`src/hdl/tlv_pkg.sv`:
```
/*
 Package for the two-level vectored interrupt unit: register offsets,
 field positions, reset values, vectors, timing counts and carrier types.
 Assumes a single 20 MHz core clock and a 12-clock machine cycle.
*/
package tlv_pkg;

	localparam int unsigned CLK_HZ            = 20_000_000;
	localparam int unsigned MACHINE_CYCLE_CLK = 12;

	// Number of sources and their index in polling order
	localparam int unsigned NUM_SRC = 6;
	localparam int unsigned SRC_EXT0 = 0;
	localparam int unsigned SRC_TMR0 = 1;
	localparam int unsigned SRC_EXT1 = 2;
	localparam int unsigned SRC_TMR1 = 3;
	localparam int unsigned SRC_UART = 4;
	localparam int unsigned SRC_TMR2 = 5;

	// Word offsets on the register bus (byte address = 4 * index)
	localparam logic [3:0] OFS_ENABLE   = 4'h0;
	localparam logic [3:0] OFS_PRIORITY = 4'h1;
	localparam logic [3:0] OFS_TIMER_CONTROL_REG     = 4'h2;
	localparam logic [3:0] OFS_FLAGS    = 4'h3;
	localparam logic [3:0] OFS_STATUS   = 4'h4;

	// Enable register fields
	localparam int unsigned EN_GLOBAL_BIT = 7;
	localparam int unsigned EN_RSVD_BIT   = 6;
	// Timer control fields
	localparam int unsigned TC_TF1_BIT = 7;
	localparam int unsigned TC_TF0_BIT = 5;
	localparam int unsigned TC_IE1_BIT = 3;
	localparam int unsigned TC_IT1_BIT = 2;
	localparam int unsigned TC_IE0_BIT = 1;
	localparam int unsigned TC_IT0_BIT = 0;
	// Flag register fields
	localparam int unsigned FL_RI_BIT   = 0;
	localparam int unsigned FL_TI_BIT   = 1;
	localparam int unsigned FL_TF2_BIT  = 2;
	localparam int unsigned FL_TIMER2_EXTERNAL_FLAG_BIT = 3;

	localparam logic [7:0] ENABLE_RESET   = 8'h00;
	localparam logic [7:0] PRIORITY_RESET = 8'h00;
	localparam logic [7:0] TIMER_CONTROL_REG_RESET     = 8'h00;
	localparam logic [7:0] ENABLE_MASK    = 8'hbf;
	localparam logic [7:0] PRIORITY_MASK  = 8'h3f;
	localparam logic [7:0] TIMER_CONTROL_REG_MASK      = 8'haf;
	localparam logic [7:0] FLAGS_MASK     = 8'h0f;

	localparam logic [15:0] VECTOR_BASE = 16'h0003;
	localparam logic [15:0] VECTOR_STEP = 16'h0008;

	typedef struct packed {
		logic       tmr2_ovf;
		logic       tmr2_ext;
		logic       uart_rx;
		logic       uart_tx;
		logic       tmr1_ovf;
		logic       tmr0_ovf;
	} tlv_hw_set_t;

	typedef struct packed {
		logic       final_cycle;
		logic       return_from_handler;
		logic       ie_ip_access;
		logic       call_done;
	} tlv_core_t;

	typedef struct packed {
		logic        req;
		logic [2:0]  src;
		logic [15:0] vector;
	} tlv_call_t;

endpackage

```
`src/hdl/tlv_cycle_div.sv`:
```
/*
 Machine-cycle divider: one-cycle pulse at the sampling phase and at the
 polling phase of every machine cycle. Assumes one clock, async reset.
*/
module tlv_cycle_div
	import tlv_pkg::*;
#(
	parameter int unsigned DIV = MACHINE_CYCLE_CLK
) (
	input  wire logic clk,
	input  wire logic resetn,
	output logic      sample_en,
	output logic      poll_en
);

	logic [3:0] count;

	always_ff @(posedge clk or negedge resetn) begin
		if (!resetn) begin
			count <= 4'h0;
		end else if (count == 4'(DIV - 1)) begin
			count <= 4'h0;
		end else begin
			count <= count + 4'h1;
		end
	end

	// Sample late in the cycle, poll on the cycle's last clock
	assign sample_en = (count == 4'(DIV - 3));
	assign poll_en   = (count == 4'(DIV - 1));

endmodule

```
`src/hdl/tlv_prio_pick.sv`:
```
/*
 Fixed-order picker: lowest index of the request vector wins.
 Purely combinational; assumes nothing of its surroundings.
*/
module tlv_prio_pick #(
	parameter int unsigned N = 6
) (
	input  wire logic [N-1:0] req,
	output logic              any,
	output logic [2:0]        idx
);

	always_comb begin
		any = 1'b0;
		idx = 3'h0;
		for (int i = N - 1; i >= 0; i--) begin
			if (req[i]) begin
				any = 1'b1;
				idx = 3'(i);
			end
		end
	end

endmodule

```
`src/hdl/tlv_irq_unit.sv`:
```
/*
 Two-level vectored interrupt unit: request flags, enables, priority,
 polling and vectored call request toward the core. Registers on an
 Avalon-MM slave. Assumes the core reports final cycle, return and call
 completion, and that peripherals pulse their set events for one clock.
*/
// Overview of operation
// - Six sources; parameter HAS_TIMER2=0 gives the five-source variant.
// - Each external pin is level or falling-edge triggered by its select bit.
// - Vectoring clears an external flag only when edge triggered.
// - Timer-0 and timer-1 rollovers set their overflow flags.
// - Vectoring clears the timer-0 or timer-1 flag that caused it.
// - Serial request is receive OR transmit flag; never cleared by vectoring.
// - Timer-2 request is overflow OR external flag; never cleared by vectoring.
// - Software set or clear of any flag acts exactly as hardware.
// - Global enable bit 7 gates all sources; each also has its own enable.
// - Enable bits 5..0: timer2, serial, timer1, ext1, timer0, ext0; bit 6 reserved.
// - Priority bits 5..0 same order, 1 is high; bits 7, 6 reserved.
// - Low routine preemptible only by high; high routine never preempted.
// - Simultaneous requests of different level: the high one wins.
// - Equal level: order ext0, timer0, ext1, timer1, serial.
// - Flags sampled once per machine cycle, polled two clocks later in the same cycle.
// - No call during equal/higher level, non-final cycle, return, or enable access earlier in the same machine cycle than the poll clock.
// - Call loads vector 0003h plus eight per source; status not saved.
// - Return from handler clears the current in-progress level only.
module tlv_irq_unit
	import tlv_pkg::*;
#(
	parameter bit HAS_TIMER2 = 1'b1
) (
	input  wire logic        clk,
	input  wire logic        resetn,
	// Avalon-MM slave
	input  wire logic [3:0]  avs_address,
	input  wire logic        avs_read,
	input  wire logic        avs_write,
	input  wire logic [31:0] avs_writedata,
	input  wire logic [3:0]  avs_byteenable,
	output logic [31:0]      avs_readdata,
	output logic             avs_waitrequest,
	output logic [1:0]       avs_response,
	// Pins and peripheral events
	input  wire logic        ext0_request_pin,
	input  wire logic        ext1_request_pin,
	input  wire tlv_hw_set_t hw_set,
	// Core sequencer
	input  wire tlv_core_t   core,
	output tlv_call_t        call,
	output logic [7:0]       flag_view
);

	logic [7:0] irq_enable_mask;
	logic [7:0] irq_priority_select;
	logic       ext0_edge_select, ext1_edge_select;
	logic       ext0_request_flag, ext1_request_flag;
	logic       timer0_overflow_flag, timer1_overflow_flag;
	logic       uart_rx_done_flag, uart_tx_done_flag;
	logic       timer2_overflow_flag, timer2_external_flag;
	logic       ext0_pin_q, ext1_pin_q;
	logic [1:0] in_progress;             // bit1 high level, bit0 low level
	logic [NUM_SRC-1:0] raw_req, sampled;
	logic       sample_en, poll_en;
	logic       blocked_by_access;

	// Bus strobes
	logic wr_en, wr_pri, wr_timer_control_reg, wr_flags;
	logic [7:0] wdata;
	assign wdata    = avs_writedata[7:0];
	assign wr_en    = avs_write && avs_byteenable[0] && avs_address == OFS_ENABLE;
	assign wr_pri   = avs_write && avs_byteenable[0] && avs_address == OFS_PRIORITY;
	assign wr_timer_control_reg  = avs_write && avs_byteenable[0] && avs_address == OFS_TIMER_CONTROL_REG;
	assign wr_flags = avs_write && avs_byteenable[0] && avs_address == OFS_FLAGS;

	tlv_cycle_div u_div (
		.clk       (clk),
		.resetn    (resetn),
		.sample_en (sample_en),
		.poll_en   (poll_en)
	);

	// Vectoring acknowledgement from the core
	logic       ack;
	logic [2:0] ack_src;
	assign ack     = call.req && core.call_done;
	assign ack_src = call.src;

	always_ff @(posedge clk or negedge resetn) begin
		if (!resetn) begin
			irq_enable_mask     <= ENABLE_RESET;
			irq_priority_select <= PRIORITY_RESET;
		end else begin
			if (wr_en)
				irq_enable_mask <= wdata & ENABLE_MASK;
			if (wr_pri)
				irq_priority_select <= wdata & PRIORITY_MASK;
		end
	end

	// Pin history for falling-transition detection
	always_ff @(posedge clk or negedge resetn) begin
		if (!resetn) begin
			ext0_pin_q <= 1'b1;
			ext1_pin_q <= 1'b1;
		end else if (sample_en) begin
			ext0_pin_q <= ext0_request_pin;
			ext1_pin_q <= ext1_request_pin;
		end
	end

	// External flags: edge sets sticky, level follows the pin
	always_ff @(posedge clk or negedge resetn) begin
		if (!resetn) begin
			ext0_edge_select  <= TIMER_CONTROL_REG_RESET[TC_IT0_BIT];
			ext1_edge_select  <= TIMER_CONTROL_REG_RESET[TC_IT1_BIT];
			ext0_request_flag <= TIMER_CONTROL_REG_RESET[TC_IE0_BIT];
			ext1_request_flag <= TIMER_CONTROL_REG_RESET[TC_IE1_BIT];
		end else begin
			if (wr_timer_control_reg) begin
				ext0_edge_select <= wdata[TC_IT0_BIT];
				ext1_edge_select <= wdata[TC_IT1_BIT];
			end
			if (sample_en && ext0_edge_select && ext0_pin_q && !ext0_request_pin)
				ext0_request_flag <= 1'b1;
			else if (sample_en && !ext0_edge_select)
				ext0_request_flag <= !ext0_request_pin;
			else if (wr_timer_control_reg)
				ext0_request_flag <= wdata[TC_IE0_BIT];
			else if (ack && ack_src == 3'(SRC_EXT0) && ext0_edge_select)
				ext0_request_flag <= 1'b0;
			if (sample_en && ext1_edge_select && ext1_pin_q && !ext1_request_pin)
				ext1_request_flag <= 1'b1;
			else if (sample_en && !ext1_edge_select)
				ext1_request_flag <= !ext1_request_pin;
			else if (wr_timer_control_reg)
				ext1_request_flag <= wdata[TC_IE1_BIT];
			else if (ack && ack_src == 3'(SRC_EXT1) && ext1_edge_select)
				ext1_request_flag <= 1'b0;
		end
	end

	// Timer flags: hardware set wins over any clear
	always_ff @(posedge clk or negedge resetn) begin
		if (!resetn) begin
			timer0_overflow_flag <= TIMER_CONTROL_REG_RESET[TC_TF0_BIT];
			timer1_overflow_flag <= TIMER_CONTROL_REG_RESET[TC_TF1_BIT];
		end else begin
			if (hw_set.tmr0_ovf)
				timer0_overflow_flag <= 1'b1;
			else if (wr_timer_control_reg)
				timer0_overflow_flag <= wdata[TC_TF0_BIT];
			else if (ack && ack_src == 3'(SRC_TMR0))
				timer0_overflow_flag <= 1'b0;
			if (hw_set.tmr1_ovf)
				timer1_overflow_flag <= 1'b1;
			else if (wr_timer_control_reg)
				timer1_overflow_flag <= wdata[TC_TF1_BIT];
			else if (ack && ack_src == 3'(SRC_TMR1))
				timer1_overflow_flag <= 1'b0;
		end
	end

	// Serial and timer-2 flags: software clears only
	always_ff @(posedge clk or negedge resetn) begin
		if (!resetn) begin
			uart_rx_done_flag    <= 1'b0;
			uart_tx_done_flag    <= 1'b0;
			timer2_overflow_flag <= 1'b0;
			timer2_external_flag <= 1'b0;
		end else begin
			if (hw_set.uart_rx)
				uart_rx_done_flag <= 1'b1;
			else if (wr_flags)
				uart_rx_done_flag <= wdata[FL_RI_BIT];
			if (hw_set.uart_tx)
				uart_tx_done_flag <= 1'b1;
			else if (wr_flags)
				uart_tx_done_flag <= wdata[FL_TI_BIT];
			if (HAS_TIMER2 && hw_set.tmr2_ovf)
				timer2_overflow_flag <= 1'b1;
			else if (HAS_TIMER2 && wr_flags)
				timer2_overflow_flag <= wdata[FL_TF2_BIT];
			if (HAS_TIMER2 && hw_set.tmr2_ext)
				timer2_external_flag <= 1'b1;
			else if (HAS_TIMER2 && wr_flags)
				timer2_external_flag <= wdata[FL_TIMER2_EXTERNAL_FLAG_BIT];
		end
	end

	always_comb begin
		raw_req[SRC_EXT0] = ext0_request_flag;
		raw_req[SRC_TMR0] = timer0_overflow_flag;
		raw_req[SRC_EXT1] = ext1_request_flag;
		raw_req[SRC_TMR1] = timer1_overflow_flag;
		raw_req[SRC_UART] = uart_rx_done_flag | uart_tx_done_flag;
		raw_req[SRC_TMR2] = HAS_TIMER2 &&
			(timer2_overflow_flag | timer2_external_flag);
	end

	// Sample once per machine cycle
	always_ff @(posedge clk or negedge resetn) begin
		if (!resetn)
			sampled <= '0;
		else if (sample_en)
			sampled <= raw_req;
	end

	// Remember a return or enable/priority access until the next poll
	always_ff @(posedge clk or negedge resetn) begin
		if (!resetn)
			blocked_by_access <= 1'b0;
		else if (poll_en)
			blocked_by_access <= 1'b0;
		else if (core.return_from_handler || core.ie_ip_access || wr_en || wr_pri)
			blocked_by_access <= 1'b1;
	end

	// Enabled requests split by level
	logic [NUM_SRC-1:0] enabled, hi_req, lo_req;
	logic               hi_any, lo_any;
	logic [2:0]         hi_idx, lo_idx;
	assign enabled = sampled & irq_enable_mask[NUM_SRC-1:0]
		& {NUM_SRC{irq_enable_mask[EN_GLOBAL_BIT]}};
	assign hi_req  = enabled & irq_priority_select[NUM_SRC-1:0];
	assign lo_req  = enabled & ~irq_priority_select[NUM_SRC-1:0];

	tlv_prio_pick #(.N(NUM_SRC)) u_pick_hi (
		.req (hi_req),
		.any (hi_any),
		.idx (hi_idx)
	);

	tlv_prio_pick #(.N(NUM_SRC)) u_pick_lo (
		.req (lo_req),
		.any (lo_any),
		.idx (lo_idx)
	);

	logic       can_call, win_hi;
	logic [2:0] win_idx;
	assign win_hi   = hi_any;
	assign win_idx  = hi_any ? hi_idx : lo_idx;
	assign can_call = poll_en && !call.req && core.final_cycle && !blocked_by_access
		&& !core.return_from_handler && !in_progress[1]
		&& (hi_any || (lo_any && !in_progress[0]));

	// Call request held until the core takes it
	always_ff @(posedge clk or negedge resetn) begin
		if (!resetn) begin
			call <= '0;
		end else if (can_call) begin
			call.req    <= 1'b1;
			call.src    <= win_idx;
			call.vector <= VECTOR_BASE + 16'(win_idx) * VECTOR_STEP;
		end else if (ack) begin
			call.req <= 1'b0;
		end
	end

	// Level in progress; level captured at call time
	logic call_hi;
	always_ff @(posedge clk or negedge resetn) begin
		if (!resetn)
			call_hi <= 1'b0;
		else if (can_call)
			call_hi <= win_hi;
	end

	always_ff @(posedge clk or negedge resetn) begin
		if (!resetn) begin
			in_progress <= 2'b00;
		end else if (ack) begin
			if (call_hi)
				in_progress[1] <= 1'b1;
			else
				in_progress[0] <= 1'b1;
		end else if (core.return_from_handler) begin
			if (in_progress[1])
				in_progress[1] <= 1'b0;
			else
				in_progress[0] <= 1'b0;
		end
	end

	assign flag_view = {timer1_overflow_flag, 1'b0, timer0_overflow_flag, 1'b0,
		ext1_request_flag, ext1_edge_select, ext0_request_flag, ext0_edge_select};

	// Register reads: registered answer, one wait state
	logic [7:0] rd_byte;
	logic       mapped;
	always_comb begin
		rd_byte = 8'h00;
		mapped  = 1'b1;
		unique case (avs_address)
			OFS_ENABLE:   rd_byte = irq_enable_mask;
			OFS_PRIORITY: rd_byte = irq_priority_select;
			OFS_TIMER_CONTROL_REG:     rd_byte = flag_view;
			OFS_FLAGS:    rd_byte = {4'h0, timer2_external_flag, timer2_overflow_flag,
				uart_tx_done_flag, uart_rx_done_flag};
			OFS_STATUS:   rd_byte = {call.req, call.src, 2'b00, in_progress};
			default:      mapped  = 1'b0;
		endcase
	end

	always_ff @(posedge clk or negedge resetn) begin
		if (!resetn) begin
			avs_readdata <= 32'h0000_0000;
			avs_response <= 2'b00;
		end else begin
			avs_readdata <= avs_read ? {24'h00_0000, rd_byte} : 32'h0000_0000;
			avs_response <= ((avs_read || avs_write) && !mapped) ? 2'b10 : 2'b00;
		end
	end

	// Read waits one cycle so data comes from flops
	logic rd_pend;
	always_ff @(posedge clk or negedge resetn) begin
		if (!resetn)
			rd_pend <= 1'b0;
		else
			rd_pend <= avs_read && !rd_pend;
	end
	assign avs_waitrequest = avs_read && !rd_pend;

endmodule

```
`config.mk`:
```
export PLATFORM = sky130hd
export DESIGN_NAME = tlv_irq_unit
export DESIGN_NICKNAME = d
export VERILOG_FILES = /design/src/hdl/tlv_pkg.sv /design/src/hdl/tlv_cycle_div.sv /design/src/hdl/tlv_prio_pick.sv /design/src/hdl/tlv_irq_unit.sv
export SDC_FILE = /design/constraint.sdc
export NUM_CORES = 1
export LEC_CHECK = 0
export ABC_CLOCK_PERIOD_IN_PS = 2150
export BUFFER_PORTS_ARGS = -buffer_cell sky130_fd_sc_hd__clkbuf_2
export CORE_ASPECT_RATIO = 2
export CORE_MARGIN = 2
export CORE_UTILIZATION = 44
export CTS_CLUSTER_SIZE = 10
export DETAILED_ROUTE_END_ITERATION = 8
export HOLD_SLACK_MARGIN = 0.05
export PLACE_DENSITY = 0.85
export SYNTH_ARGS = -nofsm -noshare
export SYNTH_HDL_FRONTEND = slang
export SYNTH_HIERARCHICAL = 1
export SYNTH_SLANG_ARGS = --single-unit
```
`constraint.sdc`:
```
create_clock -name clk -period 2.15 [get_ports clk]
set_clock_uncertainty 0.05 [all_clocks]
set_input_delay 0.43 -clock clk [delete_from_list [all_inputs] [get_ports clk]]
set_output_delay 0.43 -clock clk [all_outputs]
set_load 0.02 [all_outputs]
```
==> results of run 1 <==
[placed cells by master (no fill, tap or decap), drive strengths merged, types with 6 or more instances in the layout]
master / n
a21oi: 10
mux2: 20
conb: 38
nor3: 9
o21ai: 13
nand3: 9
dfrtp: 52
clkbuf: 59
nor2b: 6
nor4: 6
inv: 17
mux2i: 14
nand2: 11
nor2: 40
nand2b: 6
[final timing paths]
check / cells past startpoint / start / end / slack, ns
max: 7 / irq_enable_mask[7] / call_hi / 0.16
min: 1 / resetn / avs_readdata[3] / 0.03
max reg2reg: 7 / irq_enable_mask[7] / call_hi / 0.16
min reg2reg: 1 / rd_pend / rd_pend / 0.36
max in group asynchronous: 2 / resetn / ext0_pin_q / 1.39
min in group clk: 2 / hw_set[0] / timer0_overflow_flag / 0.28
[sequential cells by signal (all words and copies together) (netlist names), 2 cells and up]
signal	cells
in_progress	2
call	3
irq_enable_mask	7
sampled	6
ack_src	2
irq_priority_select	6
avs_readdata	8
u_div/count	4
[worst max-delay path: cells and delay by family (launching register included)]
kind | cells | cell delay, ns
simple gates | 5 | 0.77
flops | 1 | 0.48
compound gates | 1 | 0.21
mux | 1 | 0.36
[metal layers]
metal  share of wire (%)  track usage, %
met2                  54            34.5
met5                   0               0
met3                 5.7            3.71
met1                  33            17.9
met4                 6.7            15.0
[area by class of cell]
class                      count  area (sq um)
tap                           88           110
clock buffer                   7           143
multi-input combinational    217          1330
timing repair buffer          57           310
inverter                      17          63.8
sequential                    54          1350
fill                         633          3310
[cells in the mapped netlist (all sizes together), types with 3 or more instances]
library cell  count
nand2            11
buf              53
clkbuf            3
dfrtp            52
nand2b            6
nor2             40
nand3             9
nor2b             6
mux2             20
nor4              6
a31oi             5
inv              17
o21ai            13
a21oi            10
mux2i            14
nor3              9
[per-stage QoR]
step / hold WS (ns) / std cells
after floorplan: 0.0844 / 344
after global placement: 0.356 / 433
after detailed placement: 0.356 / 433
after CTS: 0.0506 / 440
after global routing: 0.0761 / 440
final: 0.0343 / 440
[power groups by stage]
stage	Combinational, mW	Sequential, mW	Clock, mW
floorplan	0.366	1.16	0
global placement	0.393	1.19	0
detailed placement	0.407	1.20	0
CTS	0.408	1.18	0.809
global route	0.450	1.19	0.844
finish	0.409	1.18	0.790
[logic make-up (layout without fill, tap and decap cells)]
| group | count (synthesis) | count (layout) | synth area share [%] |
|---|---|---|---|
| AO/OA/AOI/OAI | 46 | 46 | 10.2 |
| adder cells (fa/ha/maj) | 2 | 2 | 0.830 |
| buffers and inverters | 73 | 81 | 15.6 |
| flip-flops | 54 | 54 | 44.9 |
| multiplexers | 34 | 34 | 12.1 |
| other | 1 | 38 | 0.124 |
| AND/OR/NAND/NOR | 97 | 97 | 16.2 |
==> results by group, run 1 <==
Status
  • Outcome: completed

Floorplan
  • Die Wd: 62.5 microns
  • Die area: 7570 sq um
  • # rows: 42
  • IO Pins: 119
  • Die height: 121 microns
  • Core area: 6620 sq um
  • Starting Density: 45.5%

Pwr
  • Leak: 1.56 nW
  • Total power: 2.38 mW
  • Combinational power share: 17.2%
  • PwrDens: 718 nW/um^2
  • Switching Share: 27.8%
  • Seq pwr share: 49.6%
  • Maximum vdd drop: 0.000486 V
  • Clock share of power: 33.2%
  • Switch Pwr: 0.662 mW
  • Pint: 1.72 mW

Synthesis
  • Yosys Warn Count: 6
  • Synth async-reset ratio: 100%
  • Cell taking the most area after synthesis: dfrtp_1
  • Mean Syn Cell Area: 9.82 sq um
  • Synth Register Bits: 54
  • Distinct cells, synth: 47
  • Synthesized area: 3010 sq um
  • Synth Flop Type: dfrtp_1
  • Synth top area share: 43.2%
  • Number of enable flip-flop cells after synthesis: 0
  • Ranking of synthesized cells by area: dfrtp_1 43%, buf_4 12%, mux2_2 7.5%
  • Post-synthesis sequential area ratio: 44.9%
  • Cell count after synthesis: 307

Global route
  • Largest net degree at the start of global routing: 37
  • Initial antenna violation count: 0
  • GRT Util Overall: 18.9%
  • Grt total ovfl: 0
  • Vias in the first global route: 2,252
  • First-pass GRT wire length: 10,800 microns

Worst setup path
  • Crit path cell chain: nand3_1 -> nor2_1 -> nor4_2 -> nand2_1 -> nor2b_1 -> o211ai_1 -> mux2_2
  • CP max stage delay: 0.48 ns
  • Crit-path max FO: 8
  • CP max stage cell: dfrtp_1
  • CP arrival: 2.12 ns
  • WS Path Type: register to register
  • Critical Path End Type: register
  • Worst EP required: 2.28 ns
  • Critical Path Start Type: register

Finish
  • Proportion of layout cells with a drive suffix above 1: 26.1%
  • Final Util: 50.0%
  • Nets: 410
  • Post-route cell area: 3310 sq um
  • Antenna fix cells: 0
  • Syn-to-layout area delta: 9.80%

Clock tree
  • CTS Root Cell: clkbuf_16
  • Post-CTS Resized: 0
  • CTS sink cnt: 54
  • Setup bufs post-CTS: 0
  • CTS Buffer Depth: 2
  • H-tree levels: 2
  • Clk_lat worst skew: 0.29 ns
  • TritonCTS clock tree: yes
  • Clk pin slew, worst setup/hold paths: 0.07 ns
  • CTS Buf Count: 5
  • Cts hold-fix bufs: 0

Timing
  • Slew headroom: 66.9%
  • RSZ-0062 raised after global routing: false
  • Worst slew pin tran: 0.493 ns
  • Final min period: 1.99 ns
  • Setup TNS: 0 ns
  • Worst setup margin: 0.161 ns
  • Max Clk Rate: 0.503 GHz
  • Slew Viols, Final: 0
  • Final setup violation count: 0
  • Tcrit/Tclk final: 92.5%
  • Hold Vio Cnt, Final: 0

Detailed routing
  • TritonRoute pass-1 iters: 5
  • Vias/cell: 5.24
  • Post-Route WL: 6740 microns
  • Iteration-0 DRC Markers: 73
  • DRC Markers: 0
  • Routed Antenna Nets: 0
  • WL/cell: 15.3 microns
  • Vias: 2,304

Min path
  • HP Class: input port to async pin

Flow run
  • Max Cap Viol: 0

Placement
  • Dpl hpwl: 5310 microns
  • Quantity of I/O buffers inserted on ports: 52
  • Area after DPL: 3170 sq um
  • GPL Wtd Cong: 0.908
  • Place WS: 0.174 ns
Power figures use the tool's default switching activity.
==> run 2, diff against run 1 <==
Settings changed: ABC_AREA from default to 1, CORE_UTILIZATION 44 to 45, PLACE_DENSITY 0.85 to 0.86.
==> run 2 against run 1 <==
  * Synthesized cell count up 34%
  * Utilization grew 0.58 points
  * Cell area increased by 5.2%
  * Critical path depth is 1 higher
  * Cell count grew 25%
  * Die area grew 3.3%
  * Via count increased by 20%
  * Clock power is 2% lower
  * Critical path type unchanged
==> results by group, run 2 <==
Synthesis
  • Ranking of synthesized cells by area: dfrtp_1 41%, buf_4 12%, nand2_1 10%
  • Mean Syn Cell Area: 7.76 sq um (-21%)
  • Synth async-reset ratio: 100% (unchanged)
  • Synth Flop Type: dfrtp_1
  • Synth Register Bits: 54 (unchanged)
  • Yosys Warn Count: 6 (unchanged)
  • Post-synthesis sequential area ratio: 42.4% (-2.5 points)
  • Cell taking the most area after synthesis: dfrtp_1
  • Cell count after synthesis: 411 (+34%)
  • Number of enable flip-flop cells after synthesis: 0 (unchanged)
  • Commonest cells in the synthesized netlist: 85 x nand2_1, 55 x inv_1, 52 x dfrtp_1
  • Synth top area share: 40.8% (-2.4 points)
  • Distinct cells, synth: 32 (-32%)
  • Most common cell in the netlist: nand2_1
  • Synthesized area: 3190 sq um (+5.8%)

Global route
  • Met1 GRT Util: 20.6% (+2.7 points)
  • Largest net degree at the start of global routing: 25 (-32%)
  • GR Util met3: 3.28% (-0.43 points)
  • Initial antenna violation count: 0 (unchanged)
  • Vias in the first global route: 2,715 (+21%)
  • Grt total ovfl: 0 (unchanged)
  • GR peak layer: met2
  • GRT met2 Usage: 36.1% (+1.5 points)
  • First-pass GRT wire length: 12,300 microns (+14%)
  • GRT Util Overall: 20.6% (+1.7 points)

Placement
  • Dpl hpwl: 5880 microns (+11%)
  • Place WS: 0.199 ns (+0.0255 ns)
  • GPL Wtd Cong: 0.922 (+1.5%)
  • Quantity of I/O buffers inserted on ports: 52 (unchanged)

Worst setup path
  • CP arrival: 2.08 ns (-0.04 ns)
  • WS Path Type: register to register
  • Crit-path max FO: 8 (unchanged)
  • Crit path cell chain: nand3_1 -> nor2_1 -> nor2_1 -> nand4_1 -> a21oi_1 -> inv_1 -> nand2_1 -> o21ai_0
  • Critical Path End Type: register
  • CP max stage cell: dfrtp_1
  • CP max stage delay: 0.49 ns (about the same)
  • Most frequent CP cell: nor2_1
  • Worst EP required: 2.27 ns (about the same)
  • Critical Path Start Type: register

Finish
  • Antenna fix cells: 0 (unchanged)
  • Syn-to-layout area delta: 9.18%
  • Biggest regs: avs_readdata (8), irq_enable_mask (7)
  • Proportion of layout cells with a drive suffix above 1: 20.4% (-5.7 points)
  • Top reg by flops: avs_readdata
  • Most frequent cells in the layout: 85 x nand2_1, 55 x inv_1, 52 x dfrtp_1, 52 x clkbuf_2, 43 x nand3_1
  • Commonest non-fill, non-tap cell in the layout: nand2_1
  • Max reg flops: 8 (unchanged)
  • Fillers: 679 (+7.3%)
  • Final Util: 50.6% (+0.58 points)
  • Nets: 518 (+26%)

Clock tree
  • Cts hold-fix bufs: 0 (unchanged)
  • CTS sink cnt: 54 (unchanged)
  • TritonCTS clock tree: yes
  • Post-CTS Resized: 0 (unchanged)
  • CTS Buf Count: 5 (unchanged)
  • CTS Root Cell: clkbuf_16
  • CTS Buffer Depth: 2 (unchanged)
  • Clk pin slew, worst setup/hold paths: 0.06 ns (about the same)
  • H-tree levels: 2 (unchanged)
  • Clk_lat worst skew: 0.30 ns (about the same)

Pwr
  • PwrDens: 682 nW/um^2 (-5.0%)
  • Leak: 1.89 nW (+21%)
  • Maximum vdd drop: 0.000467 V (-3.8%)
  • Clock share of power: 32.5% (-0.7 points)
  • Pint: 1.66 mW (-3.3%)
  • Seq pwr share: 49.7% (about the same)
  • Switching Share: 30.2% (+2.3 points)
  • Switch Pwr: 0.717 mW (+8.3%)
  • Combinational power share: 17.7% (+0.5 points)

Detailed routing
  • TritonRoute pass-1 iters: 4 (-1)
  • Post-Route WL: 7500 microns (+11%)
  • Routed Antenna Nets: 0 (unchanged)
  • WL/cell: 13.6 microns (-11%)
  • Vias: 2,774 (+20%)
  • Vias/cell: 5.04 (-3.7%)
  • Iteration-0 DRC Markers: 150 (+110%)
  • DRC Markers: 0 (unchanged)

Floorplan
  • IO Pins: 119 (unchanged)
  • Die height: 123 microns (+1.7%)
  • Die area: 7820 sq um (+3.3%)
  • Die Wd: 63.5 microns (+1.6%)
  • Starting Density: 46.3% (+0.79 points)
  • # rows: 43 (+2.4%)
  • Core area: 6890 sq um (+4.0%)

Timing
  • Tcrit/Tclk final: 91.2% (-1.3 points)
  • RSZ-0062 raised after global routing: false
  • Max Clk Rate: 0.510 GHz (+1.5%)
  • Slew headroom: 59.4% (-7.5 points)
  • Final setup violation count: 0 (unchanged)
  • Setup TNS: 0 ns (unchanged)
  • WHS: 0.0789 ns (+0.0447 ns)
  • Final min period: 1.96 ns (-0.0289 ns)
  • Worst setup margin: 0.190 ns (+0.0289 ns)
  • Hold Vio Cnt, Final: 0 (unchanged)
  • Worst slew pin tran: 0.609 ns (+0.116 ns)
  • Slew Viols, Final: 0 (unchanged)

Min path
  • HP Class: input port to async pin

Status
  • Outcome: completed

Flow run
  • Max Cap Viol: 0 (unchanged)
[run 2: cell count changes after synthesis, moves of 14 or more]
cell | previous run | this run
mux2_2 | 20 | 3
inv_1 | 17 | 55
nand2_1 | 11 | 85
mux2i_1 | 14 | 0
nand3_1 | 9 | 43
[run 2: power groups by stage]
| stage | Sequential (mW) | Combinational, mW | Clock [mW] |
|---|---|---|---|
| floorplan | 1.17 | 0.355 | 0 |
| global placement | 1.19 | 0.388 | 0 |
| detailed placement | 1.20 | 0.401 | 0 |
| CTS | 1.18 | 0.405 | 0.781 |
| global route | 1.19 | 0.471 | 0.818 |
| finish | 1.18 | 0.422 | 0.773 |
[run 2: critical path, delay by kind of cell (launching register included)]
kind	cells	cell delay, ns
simple gates	5	0.84
flops	1	0.49
compound gates	2	0.36
buf+inv	1	0.09
[run 2: path summary, 6_finish.rpt]
check,slack [ns],to,start,cells after the start
worst min register to register,0.38,rd_pend,rd_pend,1
worst max-delay path,0.19,call[19],irq_enable_mask[7],8
worst max register to register,0.19,call[19],irq_enable_mask[7],8
worst min-delay path,0.08,irq_priority_select[2],resetn,1
max in group asynchronous,1.29,u_div/count[1],resetn,2
min in group clk,0.26,timer1_overflow_flag,hw_set[1],3
[run 2: area by class of cell]
class                   count  area (sq um)  share of cell area [%]
repair buffers             59           313                    8.98
well taps                  90           113                    3.23
flip-flops and latches     54          1350                    38.9
clock buffers               7           133                    3.81
inverters                  59           221                    6.36
multi-input cells         281          1350                    38.7
[run 2: repair_timing]
item                                   4_1_cts  5_1_grt
setup endpoints to repair                    0        6
buffers inserted                             0        3
endpoints found under the hold margin        0        0
[run 2: cell families (layout without fill, tap and decap cells)]
| family | after synthesis | after routing | share of synthesized area (%) |
|---|---|---|---|
| buffers and inverters | 113 | 125 | 19.6 |
| muxes | 3 | 3 | 1.06 |
| adders and majority gates | 2 | 2 | 0.784 |
| DFF | 54 | 54 | 42.4 |
| AOI/OAI and AO/OA | 42 | 42 | 7.61 |
| other | 1 | 38 | 0.118 |
| and+or+nand+nor | 196 | 196 | 28.4 |
[run 2: metal layers]
layer | up-vias | share of wire (%)
met4 | 0 | 7.3
met5 | - | 0
met1 | 1263 | 34
met2 | 168 | 52
met3 | 39 | 6.7
li1 | 1304 | -
[run 2: metrics by stage]
stage,power (mW),instances,instance area [sq um]
6_report,2.38,550,3480
5_1_grt,2.48,550,3480
4_1_cts,2.37,547,3460
3_5_place_dp,1.60,540,3330
3_3_place_gp,1.58,540,3330
2_1_floorplan,1.53,448,3330
